**src/include/wdol_regs.vh**
```
`ifndef WDOL_REGS_VH
`define WDOL_REGS_VH

// ------------------------------------------------
// register indices (byte address = 4 * index)
// ------------------------------------------------
`define WDOL_IDX_OPT2      16'h001e
`define WDOL_IDX_OPT1      16'h001f
`define WDOL_IDX_STAT      16'h0020
`define WDOL_IDX_SVC       16'hffff

// ------------------------------------------------
// register select codes
// ------------------------------------------------
`define WDOL_SEL_NONE      3'h0
`define WDOL_SEL_OPT2      3'h1
`define WDOL_SEL_OPT1      3'h2
`define WDOL_SEL_STAT      3'h3
`define WDOL_SEL_SVC       3'h4

// ------------------------------------------------
// option_latch_two fields
// ------------------------------------------------
`define WDOL_O2_OSC_STOP   1
`define WDOL_O2_BAUD_SEL   0

// ------------------------------------------------
// option_latch_one fields
// ------------------------------------------------
`define WDOL_O1_RATE       7
`define WDOL_O1_SV_STOP    6
`define WDOL_O1_SV_RSTD    5
`define WDOL_O1_SV_PWRD    4
`define WDOL_O1_SV_MODE    3
`define WDOL_O1_SHORT_STOP_RECOVERY      2
`define WDOL_O1_STOP_EN    1
`define WDOL_O1_WD_DIS     0

// ------------------------------------------------
// reset values and power-on-only bits
// ------------------------------------------------
`define WDOL_OPT_RESET     8'h00
`define WDOL_O1_KEEP       8'h08
`define WDOL_O2_KEEP       8'h00

// ------------------------------------------------
// status register fields
// ------------------------------------------------
`define WDOL_ST_WD_FLAG    0

// ------------------------------------------------
// timing, in crystal-clock cycles
// ------------------------------------------------
`define WDOL_TMO_SLOW_M1   18'h3ffef
`define WDOL_TMO_FAST_M1   18'h01fef
`define WDOL_REC_SHORT     13'h0020
`define WDOL_REC_LONG      13'h1000
`define WDOL_POR_CLR_M1    13'h0fff
`define WDOL_PIN_PULSE     6'h20

`endif
```
**src/core/wdol_optlatch.v**
```verilog
`timescale 1ns/100ps
`include "wdol_regs.vh"

module wdol_optlatch (
    // clock and resets
    input  wire       clk_in,
    input  wire       por_in,
    input  wire       clr_in,
    // write port
    input  wire       wr_in,
    input  wire [7:0] wdata_in,
    input  wire [7:0] keep_in,
    // latched options
    output wire [7:0] q_out
);

reg  [7:0] val_ff;
reg        done_ff;
reg        kdone_ff;
wire [7:0] nxt_val;

// keep bits have their own write-once flag, cleared by power-on only
assign nxt_val = ((done_ff ? val_ff : wdata_in) & ~keep_in) |
                 ((kdone_ff ? val_ff : wdata_in) & keep_in);

always @(posedge clk_in or posedge por_in) begin
    if (por_in) begin
        val_ff   <= `WDOL_OPT_RESET;
        done_ff  <= 1'b0;
        kdone_ff <= 1'b0;
    end else if (clr_in) begin
        val_ff  <= val_ff & keep_in;
        done_ff <= 1'b0;
    end else if (wr_in) begin
        val_ff   <= nxt_val;
        done_ff  <= 1'b1;
        kdone_ff <= 1'b1;
    end
end

assign q_out = val_ff;

endmodule // wdol_optlatch

```
**src/core/wdol_top.v**
```verilog
// Design decision made here: the AHB-Lite register port.
`timescale 1ns/100ps
`include "wdol_regs.vh"

// Overview of operation
// - each option register takes one write per reset
// - reset clears options except supervisor mode select
// - supervisor mode select: power-on reset, write once
// - options at 0x1e/0x1f, reads side-effect free
// - oscillator kept running in stop when enabled
// - baud clock select: bus clock or oscillator
// - rate select picks short or long timeout
// - supervisor stop enable keeps it running stopped
// - reset disable blocks supervisor reset requests
// - power disable switches supervisor off
// - mode select picks 5V or 3V supervisor
// - short recovery 32, otherwise 4096 cycles
// - reset-pin stop exit always uses long recovery
// - stop disabled means stop is illegal opcode
// - watchdog disable bit turns the watchdog off
// - 6-bit counter after 12-bit prescaler, overflow resets
// - service write clears counter and upper prescaler
// - service read returns reset vector low byte
// - watchdog reset: pin low 32 cycles, flag set
// - stop instruction clears the prescaler
// - prescaler cleared 4096 cycles after power-up
// - internal reset clears all; vector fetch prescaler
// - test voltage in monitor or break disables
// - stop mode freezes the watchdog
// - disabled stop instruction causes illegal reset
module wdol_top #(
    // arbitrary default, strap to the real vector
    parameter [7:0] RESET_VEC_LO = 8'h00
) (
    // clock and power-on reset
    input  wire        REF_CLK_IN,
    input  wire        RST_IN,
    // ahb-lite slave
    input  wire        HSEL_IN,
    input  wire [31:0] HADDR_IN,
    input  wire [1:0]  HTRANS_IN,
    input  wire        HWRITE_IN,
    input  wire [2:0]  HSIZE_IN,
    input  wire [31:0] HWDATA_IN,
    input  wire        HREADY_IN,
    output wire        HREADYOUT_OUT,
    output wire [31:0] HRDATA_OUT,
    output wire        HRESP_OUT,
    // core events
    input  wire        STOP_EXEC_IN,
    input  wire        WAKE_IN,
    input  wire        PIN_WAKE_IN,
    input  wire        VEC_FETCH_IN,
    input  wire        EXT_RST_IN,
    // test and debug state
    input  wire        MONITOR_IN,
    input  wire        BREAK_IN,
    input  wire        HV_RST_IN,
    input  wire        HV_IRQ_IN,
    // supervisor
    input  wire        SUPV_RST_REQ_IN,
    output wire        SUPV_POWER_OUT,
    output wire        SUPV_ACTIVE_OUT,
    output wire        SUPV_MODE5_OUT,
    // clocking and low power
    output wire        OSC_RUN_OUT,
    output wire        SERIAL_CLK_SEL_OUT,
    output wire        STOP_MODE_OUT,
    output wire        CPU_HOLD_OUT,
    // system reset and reset pin
    output wire        SYS_RST_OUT,
    output wire        RST_PIN_OUT,
    output wire        RST_PIN_OE_N_OUT
);

// ------------------------------------------------
// stop-mode states
// ------------------------------------------------
localparam [1:0] ST_RUN  = 2'b00;
localparam [1:0] ST_STOP = 2'b01;
localparam [1:0] ST_REC  = 2'b10;

// ------------------------------------------------
// address decode
// ------------------------------------------------
function [2:0] reg_sel;
    input [31:0] addr;
    reg   [15:0] idx;
    begin
        idx = addr[17:2];
        if (addr[31:18] != 14'h0000 || addr[1:0] != 2'b00) begin
            reg_sel = `WDOL_SEL_NONE;
        end else if (idx == `WDOL_IDX_OPT2) begin
            reg_sel = `WDOL_SEL_OPT2;
        end else if (idx == `WDOL_IDX_OPT1) begin
            reg_sel = `WDOL_SEL_OPT1;
        end else if (idx == `WDOL_IDX_STAT) begin
            reg_sel = `WDOL_SEL_STAT;
        end else if (idx == `WDOL_IDX_SVC) begin
            reg_sel = `WDOL_SEL_SVC;
        end else begin
            reg_sel = `WDOL_SEL_NONE;
        end
    end
endfunction

// ------------------------------------------------
// declarations
// ------------------------------------------------
reg  [1:0]  state_ff;
reg  [1:0]  nxt_state;
reg  [12:0] rec_cnt_ff;
reg  [12:0] nxt_rec_cnt;
reg  [12:0] por_cnt_ff;
reg  [5:0]  pin_cnt_ff;
reg         ill_ff;
reg         wd_flag_ff;
reg         wr_pend_ff;
reg  [2:0]  wsel_ff;
reg  [31:0] rdata_ff;
reg  [31:0] nxt_rdata;

wire        addr_ok;
wire [2:0]  rsel;
wire [7:0]  opt1;
wire [7:0]  opt2;
wire [17:0] chain;
wire        wd_ovf;
wire        int_rst;
wire        supv_rst;
wire        pin_act;
wire        stop_en;
wire        stop_take;
wire        ill_take;
wire        wd_en;
wire        wd_run;
wire        por_clr;
wire        pre_clr;
wire        wr_opt1;
wire        wr_opt2;
wire        wr_svc;
wire        wr_stat;

// ------------------------------------------------
// bus slave: zero wait states, always okay
// ------------------------------------------------
assign addr_ok = HSEL_IN & HTRANS_IN[1] & HREADY_IN;
assign rsel    = reg_sel(HADDR_IN);

always @* begin
    nxt_rdata = 32'h00000000;
    case (rsel)
        `WDOL_SEL_OPT2: begin
            nxt_rdata = {24'h000000, opt2};
        end
        `WDOL_SEL_OPT1: begin
            nxt_rdata = {24'h000000, opt1};
        end
        `WDOL_SEL_STAT: begin
            nxt_rdata = {18'h00000, chain[17:12], 5'h00,
                         (state_ff == ST_REC),
                         (state_ff == ST_STOP), wd_flag_ff};
        end
        `WDOL_SEL_SVC: begin
            nxt_rdata = {24'h000000, RESET_VEC_LO};
        end
        default: begin
            nxt_rdata = 32'h00000000;
        end
    endcase
end

// read data loaded at the address-phase edge, no side effect
always @(posedge REF_CLK_IN or posedge RST_IN) begin
    if (RST_IN) begin
        wr_pend_ff <= 1'b0;
        wsel_ff    <= `WDOL_SEL_NONE;
        rdata_ff   <= 32'h00000000;
    end else begin
        wr_pend_ff <= addr_ok & HWRITE_IN;
        if (addr_ok) begin
            wsel_ff <= rsel;
        end
        if (addr_ok & ~HWRITE_IN) begin
            rdata_ff <= nxt_rdata;
        end
    end
end

assign HREADYOUT_OUT = 1'b1;
assign HRESP_OUT     = 1'b0;
assign HRDATA_OUT    = rdata_ff;

// writes act in the data phase; option writes held off while in reset
assign wr_opt2 = wr_pend_ff & (wsel_ff == `WDOL_SEL_OPT2) & ~int_rst;
assign wr_opt1 = wr_pend_ff & (wsel_ff == `WDOL_SEL_OPT1) & ~int_rst;
assign wr_stat = wr_pend_ff & (wsel_ff == `WDOL_SEL_STAT);
assign wr_svc  = wr_pend_ff & (wsel_ff == `WDOL_SEL_SVC);

// ------------------------------------------------
// option latches
// ------------------------------------------------
wdol_optlatch u_opt2 (
    .clk_in   (REF_CLK_IN),
    .por_in   (RST_IN),
    .clr_in   (int_rst),
    .wr_in    (wr_opt2),
    .wdata_in (HWDATA_IN[7:0]),
    .keep_in  (`WDOL_O2_KEEP),
    .q_out    (opt2)
);

wdol_optlatch u_opt1 (
    .clk_in   (REF_CLK_IN),
    .por_in   (RST_IN),
    .clr_in   (int_rst),
    .wr_in    (wr_opt1),
    .wdata_in (HWDATA_IN[7:0]),
    .keep_in  (`WDOL_O1_KEEP),
    .q_out    (opt1)
);

// ------------------------------------------------
// option-steered outputs
// ------------------------------------------------
assign OSC_RUN_OUT = (state_ff != ST_STOP) |
                     opt2[`WDOL_O2_OSC_STOP];
assign SERIAL_CLK_SEL_OUT = opt2[`WDOL_O2_BAUD_SEL];
assign SUPV_POWER_OUT = ~opt1[`WDOL_O1_SV_PWRD];
assign SUPV_ACTIVE_OUT = ~opt1[`WDOL_O1_SV_PWRD] &
                         ((state_ff != ST_STOP) |
                          opt1[`WDOL_O1_SV_STOP]);
assign SUPV_MODE5_OUT = opt1[`WDOL_O1_SV_MODE];
assign supv_rst = SUPV_RST_REQ_IN &
                  ~opt1[`WDOL_O1_SV_RSTD];

// ------------------------------------------------
// stop mode and recovery
// ------------------------------------------------
assign stop_en   = opt1[`WDOL_O1_STOP_EN];
assign stop_take = STOP_EXEC_IN & stop_en &
                   (state_ff == ST_RUN) & ~int_rst;
assign ill_take  = STOP_EXEC_IN & ~stop_en &
                   (state_ff == ST_RUN) & ~int_rst;

always @* begin
    nxt_state   = state_ff;
    nxt_rec_cnt = rec_cnt_ff;
    case (state_ff)
        ST_RUN: begin
            if (stop_take) begin
                nxt_state = ST_STOP;
            end
        end
        ST_STOP: begin
            if (PIN_WAKE_IN | int_rst) begin
                nxt_state   = ST_REC;
                nxt_rec_cnt = `WDOL_REC_LONG;
            end else if (WAKE_IN) begin
                nxt_state   = ST_REC;
                nxt_rec_cnt = opt1[`WDOL_O1_SHORT_STOP_RECOVERY] ?
                              `WDOL_REC_SHORT :
                              `WDOL_REC_LONG;
            end
        end
        ST_REC: begin
            // last count of the delay releases the core
            if (rec_cnt_ff <= 13'h0001) begin
                nxt_state   = ST_RUN;
                nxt_rec_cnt = 13'h0000;
            end else begin
                nxt_rec_cnt = rec_cnt_ff - 13'h0001;
            end
        end
        default: begin
            nxt_state   = ST_RUN;
            nxt_rec_cnt = 13'h0000;
        end
    endcase
end

always @(posedge REF_CLK_IN or posedge RST_IN) begin
    if (RST_IN) begin
        state_ff   <= ST_RUN;
        rec_cnt_ff <= 13'h0000;
        ill_ff     <= 1'b0;
    end else begin
        state_ff   <= nxt_state;
        rec_cnt_ff <= nxt_rec_cnt;
        ill_ff     <= ill_take;
    end
end

assign STOP_MODE_OUT = (state_ff == ST_STOP);
assign CPU_HOLD_OUT  = (state_ff != ST_RUN);

// ------------------------------------------------
// power-up prescaler clear
// ------------------------------------------------
// counter parks at its end value so the clear fires once
always @(posedge REF_CLK_IN or posedge RST_IN) begin
    if (RST_IN) begin
        por_cnt_ff <= 13'h0000;
    end else if (por_cnt_ff != `WDOL_REC_LONG) begin
        por_cnt_ff <= por_cnt_ff + 13'h0001;
    end
end

assign por_clr = (por_cnt_ff == `WDOL_POR_CLR_M1);

// ------------------------------------------------
// watchdog
// ------------------------------------------------
assign wd_en = ~opt1[`WDOL_O1_WD_DIS] &
               ~(MONITOR_IN & (HV_RST_IN | HV_IRQ_IN)) &
               ~(BREAK_IN & HV_RST_IN);
assign wd_run  = (state_ff != ST_STOP);
assign pre_clr = stop_take | VEC_FETCH_IN | por_clr;

// disabled watchdog is held clear so enabling starts a full period
wdol_wdog u_wdog (
    .clk_in     (REF_CLK_IN),
    .por_in     (RST_IN),
    .clr_in     (int_rst | ~wd_en),
    .pre_clr_in (pre_clr),
    .svc_in     (wr_svc),
    .run_in     (wd_run),
    .fast_in    (opt1[`WDOL_O1_RATE]),
    .ovf_out    (wd_ovf),
    .chain_out  (chain)
);

// ------------------------------------------------
// reset pin pulse and cause flag
// ------------------------------------------------
assign pin_act = (pin_cnt_ff != 6'h00);

always @(posedge REF_CLK_IN or posedge RST_IN) begin
    if (RST_IN) begin
        pin_cnt_ff <= 6'h00;
        wd_flag_ff <= 1'b0;
    end else begin
        if (wd_ovf) begin
            pin_cnt_ff <= `WDOL_PIN_PULSE;
        end else if (pin_act) begin
            pin_cnt_ff <= pin_cnt_ff - 6'h01;
        end
        // a new overflow wins over a software clear
        if (wd_ovf) begin
            wd_flag_ff <= 1'b1;
        end else if (wr_stat & HWDATA_IN[`WDOL_ST_WD_FLAG]) begin
            wd_flag_ff <= 1'b0;
        end
    end
end

// internal reset: all sources except power-on
assign int_rst = EXT_RST_IN | supv_rst | ill_ff | pin_act;

assign SYS_RST_OUT      = RST_IN | int_rst;
assign RST_PIN_OUT      = 1'b0;
assign RST_PIN_OE_N_OUT = ~pin_act;

endmodule // wdol_top

```
**src/core/wdol_wdog.v**
```verilog
`timescale 1ns/100ps
`include "wdol_regs.vh"

module wdol_wdog (
    // clock and resets
    input  wire        clk_in,
    input  wire        por_in,
    input  wire        clr_in,
    // control
    input  wire        pre_clr_in,
    input  wire        svc_in,
    input  wire        run_in,
    input  wire        fast_in,
    // status
    output wire        ovf_out,
    output wire [17:0] chain_out
);

// chain = {6-bit counter, 12-bit prescaler}
reg  [17:0] chain_ff;
reg  [17:0] nxt_chain;
wire [17:0] limit;

assign limit   = fast_in ? `WDOL_TMO_FAST_M1 : `WDOL_TMO_SLOW_M1;
assign ovf_out = run_in & (chain_ff == limit);

always @* begin
    nxt_chain = chain_ff;
    if (run_in) begin
        nxt_chain = chain_ff + 18'h00001;
    end
    if (ovf_out) begin
        nxt_chain = 18'h00000;
    end
    if (pre_clr_in) begin
        nxt_chain = {nxt_chain[17:12], 12'h000};
    end
    if (svc_in) begin
        nxt_chain = {14'h0000, nxt_chain[3:0]};
    end
end

always @(posedge clk_in or posedge por_in) begin
    if (por_in) begin
        chain_ff <= 18'h00000;
    end else if (clr_in) begin
        chain_ff <= 18'h00000;
    end else begin
        chain_ff <= nxt_chain;
    end
end

assign chain_out = chain_ff;

endmodule // wdol_wdog

```
**config.mk**
```make
export PLATFORM = sky130hd
export DESIGN_NAME = wdol_top
export DESIGN_NICKNAME = d
export VERILOG_FILES = /design/src/core/wdol_optlatch.v /design/src/core/wdol_top.v /design/src/core/wdol_wdog.v
export VERILOG_INCLUDE_DIRS = /design/src /design/src/include
export SDC_FILE = /design/constraint.sdc
export NUM_CORES = 1
export LEC_CHECK = 0
export ABC_AREA = 1
export BUFFER_PORTS_ARGS = -buffer_cell sky130_fd_sc_hd__clkbuf_2
export CAP_MARGIN = 20
export CORE_MARGIN = 1
export CORE_UTILIZATION = 54
export CTS_CLUSTER_DIAMETER = 150
export CTS_CLUSTER_SIZE = 8
export DETAILED_ROUTE_END_ITERATION = 8
export PLACE_DENSITY_LB_ADDON = 0.08
export SETUP_SLACK_MARGIN = 0.2
export SYNTH_ARGS = -nofsm -noshare
export SYNTH_HDL_FRONTEND = slang
export SYNTH_SLANG_ARGS = --single-unit
```
**constraint.sdc**
```tcl
create_clock -name REF_CLK_IN -period 3.54 [get_ports REF_CLK_IN]
set_clock_uncertainty 0.15 [all_clocks]
set_input_delay 0.531 -clock REF_CLK_IN [delete_from_list [all_inputs] [get_ports REF_CLK_IN]]
set_output_delay 0.531 -clock REF_CLK_IN [all_outputs]
set_load 0.03 [all_outputs]
```
==> impl_metrics.csv <==
group,metric,value,unit
status,outcome,"finished, final reports clean",
power_and_ir_drop,ir_drop,0.4344,mV
synthesis,yosys_warnings,0,
synthesis,syn_avg_cell_area,7.713,µm²
clocking,root_buffer,"clkbuf_8",
critical_path,required,2.86,ns
clocking,cts_tree,"yes",
critical_path,r2r-start,"state_ff[1]$_DFFE_PP0P_",
place,postPlaceCellArea,5743,µm²
critical_path,cp_max_fo,10,
flow_run,cap_violations,0,
route,first_iter_violations,173,
floorplanning,ios,128,
cells_and_area,area_delta_synth_final,11.91,%
critical_path,worstReg2RegEnd,"u_wdog.chain_out[0]$_DFFE_PP0P_",
critical_path,crit_start,"pin_cnt_ff[0]$_DFFE_PP0P_",
floorplanning,rows,35,
synthesis,syn_inst,688,
place,placed_cells,888,
floorplanning,core_area,9371,µm²
synthesis,synthFlopType,"dfrtp_1",
global_route,grt_antenna_before_repair,0,
clocking,clk_pin_slew,0.09,ns
cells_and_area,num-nets-final,864,
timing,period_minus_slack,2.399,ns
global_route,grt_pass1_vias,4294,
floorplanning,die_area,10230,µm²
critical_path,r2r_cells,10,
timing,rsz0062_at_grt,"false",
place,portBuffers,78,
route,vias_per_cell,5.063,
power_and_ir_drop,leakage,3.017,nW
route,drcViolationCount,0,
synthesis,synth-edff-count,0,
timing,max_slew_margin,52.25,%
clocking,cts_setup_buffers,0,
route,antenna_left,0,
floorplanning,fp.dieW,101.1,µm
cells_and_area,mostFrequentLayoutCells,"nand2_1 (148), inv_1 (93), dfrtp_1 (91)",
global_route,grt_pass1_wl,19.64,mm
min_path,worstHoldPathType,"in2async",
synthesis,yosysSeqAreaShare,42.91,%
clocking,htree_num_levels,3,
place,hpwl,8.726,mm
synthesis,synth_seq_cells,91,
timing,slew_violations,0,
clocking,cts_buffers,9,
timing,period_share,67.77,%
clocking,cts_resized,0,
timing,fmax,0.4168,GHz
timing,worst_pin_slew,0.7145,ns
timing,setup-tns-final,0,ns
synthesis,async_flop_share,100.0,%
timing,finalHoldViolations,0,
synthesis,syn_area,5306,µm²
critical_path,cp_data_arrival_time,1.72,ns
global_route,grt_max_degree,53,
cells_and_area,fin_area,5938,µm²
route,avgRoutedWirePerCell,12.69,µm
route,vias,4577,
clocking,cts_hold_buf,0,
cells_and_area,post-route-util,63.36,%
critical_path,endpoint_kind,"output port",
cells_and_area,antennaDiodeCount,0,
synthesis,synth_cell_type_count,44,
place,place.gp.congestion,0.8278,
cells_and_area,fillerInstances,848,
cells_and_area,layout_commonest_cell,"nand2_1",
timing,whs,0.2171,ns
floorplanning,start_util,56.62,%
cells_and_area,final_cells,904,
global_route,track_usage,24.58,%
clocking,clk_latency,0.36,ns
cells_and_area,drive_above_1_share,17.29,%
clocking,cts_buffer_depth,2,
route,dr.pass1.iters,4,
critical_path,critPathKind,"reg2out",
critical_path,r2r_setup_slack,1.22,ns
global_route,gr-total-overflow,0,
floorplanning,die_h,101.1,µm
route,drt_wl_total,11.47,mm
timing,setup_viol,0,
critical_path,start_kind,"flop",
power_and_ir_drop,power.density,512.8,nW/µm²
clocking,cts_num_sinks,91,
## sequential cells by signal, indices dropped and copies added (netlist names)
name              flops
u_wdog.chain_out     18
HRDATA_OUT           14
por_cnt_ff           13
rec_cnt_ff           13
u_opt1.q_out          8
u_opt2.q_out          8
pin_cnt_ff            6
wsel_ff               3
state_ff              2
ill_ff                1
u_opt1.done_ff        1
u_opt1.kdone_ff       1
u_opt2.done_ff        1
wd_flag_ff            1
wr_pend_ff            1
## power by group
group / switching (W) / total (W) / internal (W)
logic: 0.000778 / 0.00116 / 0.000383
clock network: 0.000366 / 0.000712 / 0.000346
registers: 0.0000647 / 0.00117 / 0.00111
## per-stage QoR
| stage | worst slack [ns] | power [W] |
|---|---|---|
| 3_3_place_gp | 1.316 | 0.002312 |
| 5_1_grt | 0.9711 | 0.003261 |
| 4_1_cts | 1.121 | 0.003054 |
| 2_1_floorplan | 0.4154 | 0.002123 |
| 6_report | 1.141 | 0.003045 |
| 3_5_place_dp | 1.265 | 0.002342 |
## cells in the mapped netlist (5+ instances only)
cell / instances / share of area [%]
dfrtp_1: 91 / 43
o31ai_1: 6 / 0.85
inv_2: 7 / 0.50
o21ai_0: 14 / 1.3
nand2_1: 148 / 10
a21oi_1: 17 / 1.6
nand2_2: 5 / 0.59
nor2_1: 87 / 6.2
nand4_1: 12 / 1.4
ha_1: 10 / 2.4
o22ai_1: 17 / 2.0
nand3_1: 62 / 5.8
xor2_1: 18 / 3.0
buf_4: 22 / 3.1
inv_1: 94 / 6.6
o21ai_1: 10 / 0.94
xnor2_1: 5 / 0.83
nor2_2: 6 / 0.71
nor2_4: 5 / 1.1
nor4_1: 6 / 0.71
nor3_1: 15 / 1.4
## cell families after synthesis
logic type                 count (synthesis)  share of synthesized area, %
xor gates and xnor gates                  23                         3.796
buffers and inverters                    130                         11.13
DFF                                       91                         42.91
adders and majority gates                 10                         2.358
AOI/OAI and AO/OA                         72                         8.418
and+or+nand+nor                          360                         31.24
other                                      2                        0.1415
## how the worst max path moves through the flow
stage,cells after the start,endpoint,slack [ns]
finish,6,SYS_RST_OUT,1.14
global route,10,u_wdog.chain_out[1]$_DFFE_PP0P_,0.97
CTS,6,SYS_RST_OUT,1.12
detailed placement,11,rec_cnt_ff[9]$_DFFE_PP0P_,1.26
global placement,11,HRDATA_OUT[0]$_DFFE_PP0P_,1.32
floorplan,2,SYS_RST_OUT,0.42
## layer usage
layer  share of wire (%)  track usage (%)  vias up  wire (µm)
met5                   0                0        -          0
met4                0.99            6.912        0        113
met3                 3.0            3.934        9        345
met2                  49            41.34       91       5577
met1                  47            33.08     2141       5434
li1                    -                -     2336          -
## final cells by class
| type | instances | area (µm²) | share of cell area, % |
|---|---|---|---|
| tap | 129 | 161.4 | 2.718 |
| sequential | 91 | 2277 | 38.35 |
| timing repair buffer | 80 | 405.4 | 6.827 |
| inverter | 102 | 389.1 | 6.553 |
| multi-input combinational | 486 | 2510 | 42.27 |
| clock inverter | 4 | 50.05 | 0.8428 |
| clock buffer | 12 | 145.1 | 2.444 |
## critical path: stages, from the launching register on
cell and delay (ns):
dfrtp_1 0.37, inv_1 0.12, ha_1 0.21, nand3_4 0.14
nor2_8 0.20, nand2_1 0.12, clkbuf_2 0.20
(Power assumes the default switching activity.)
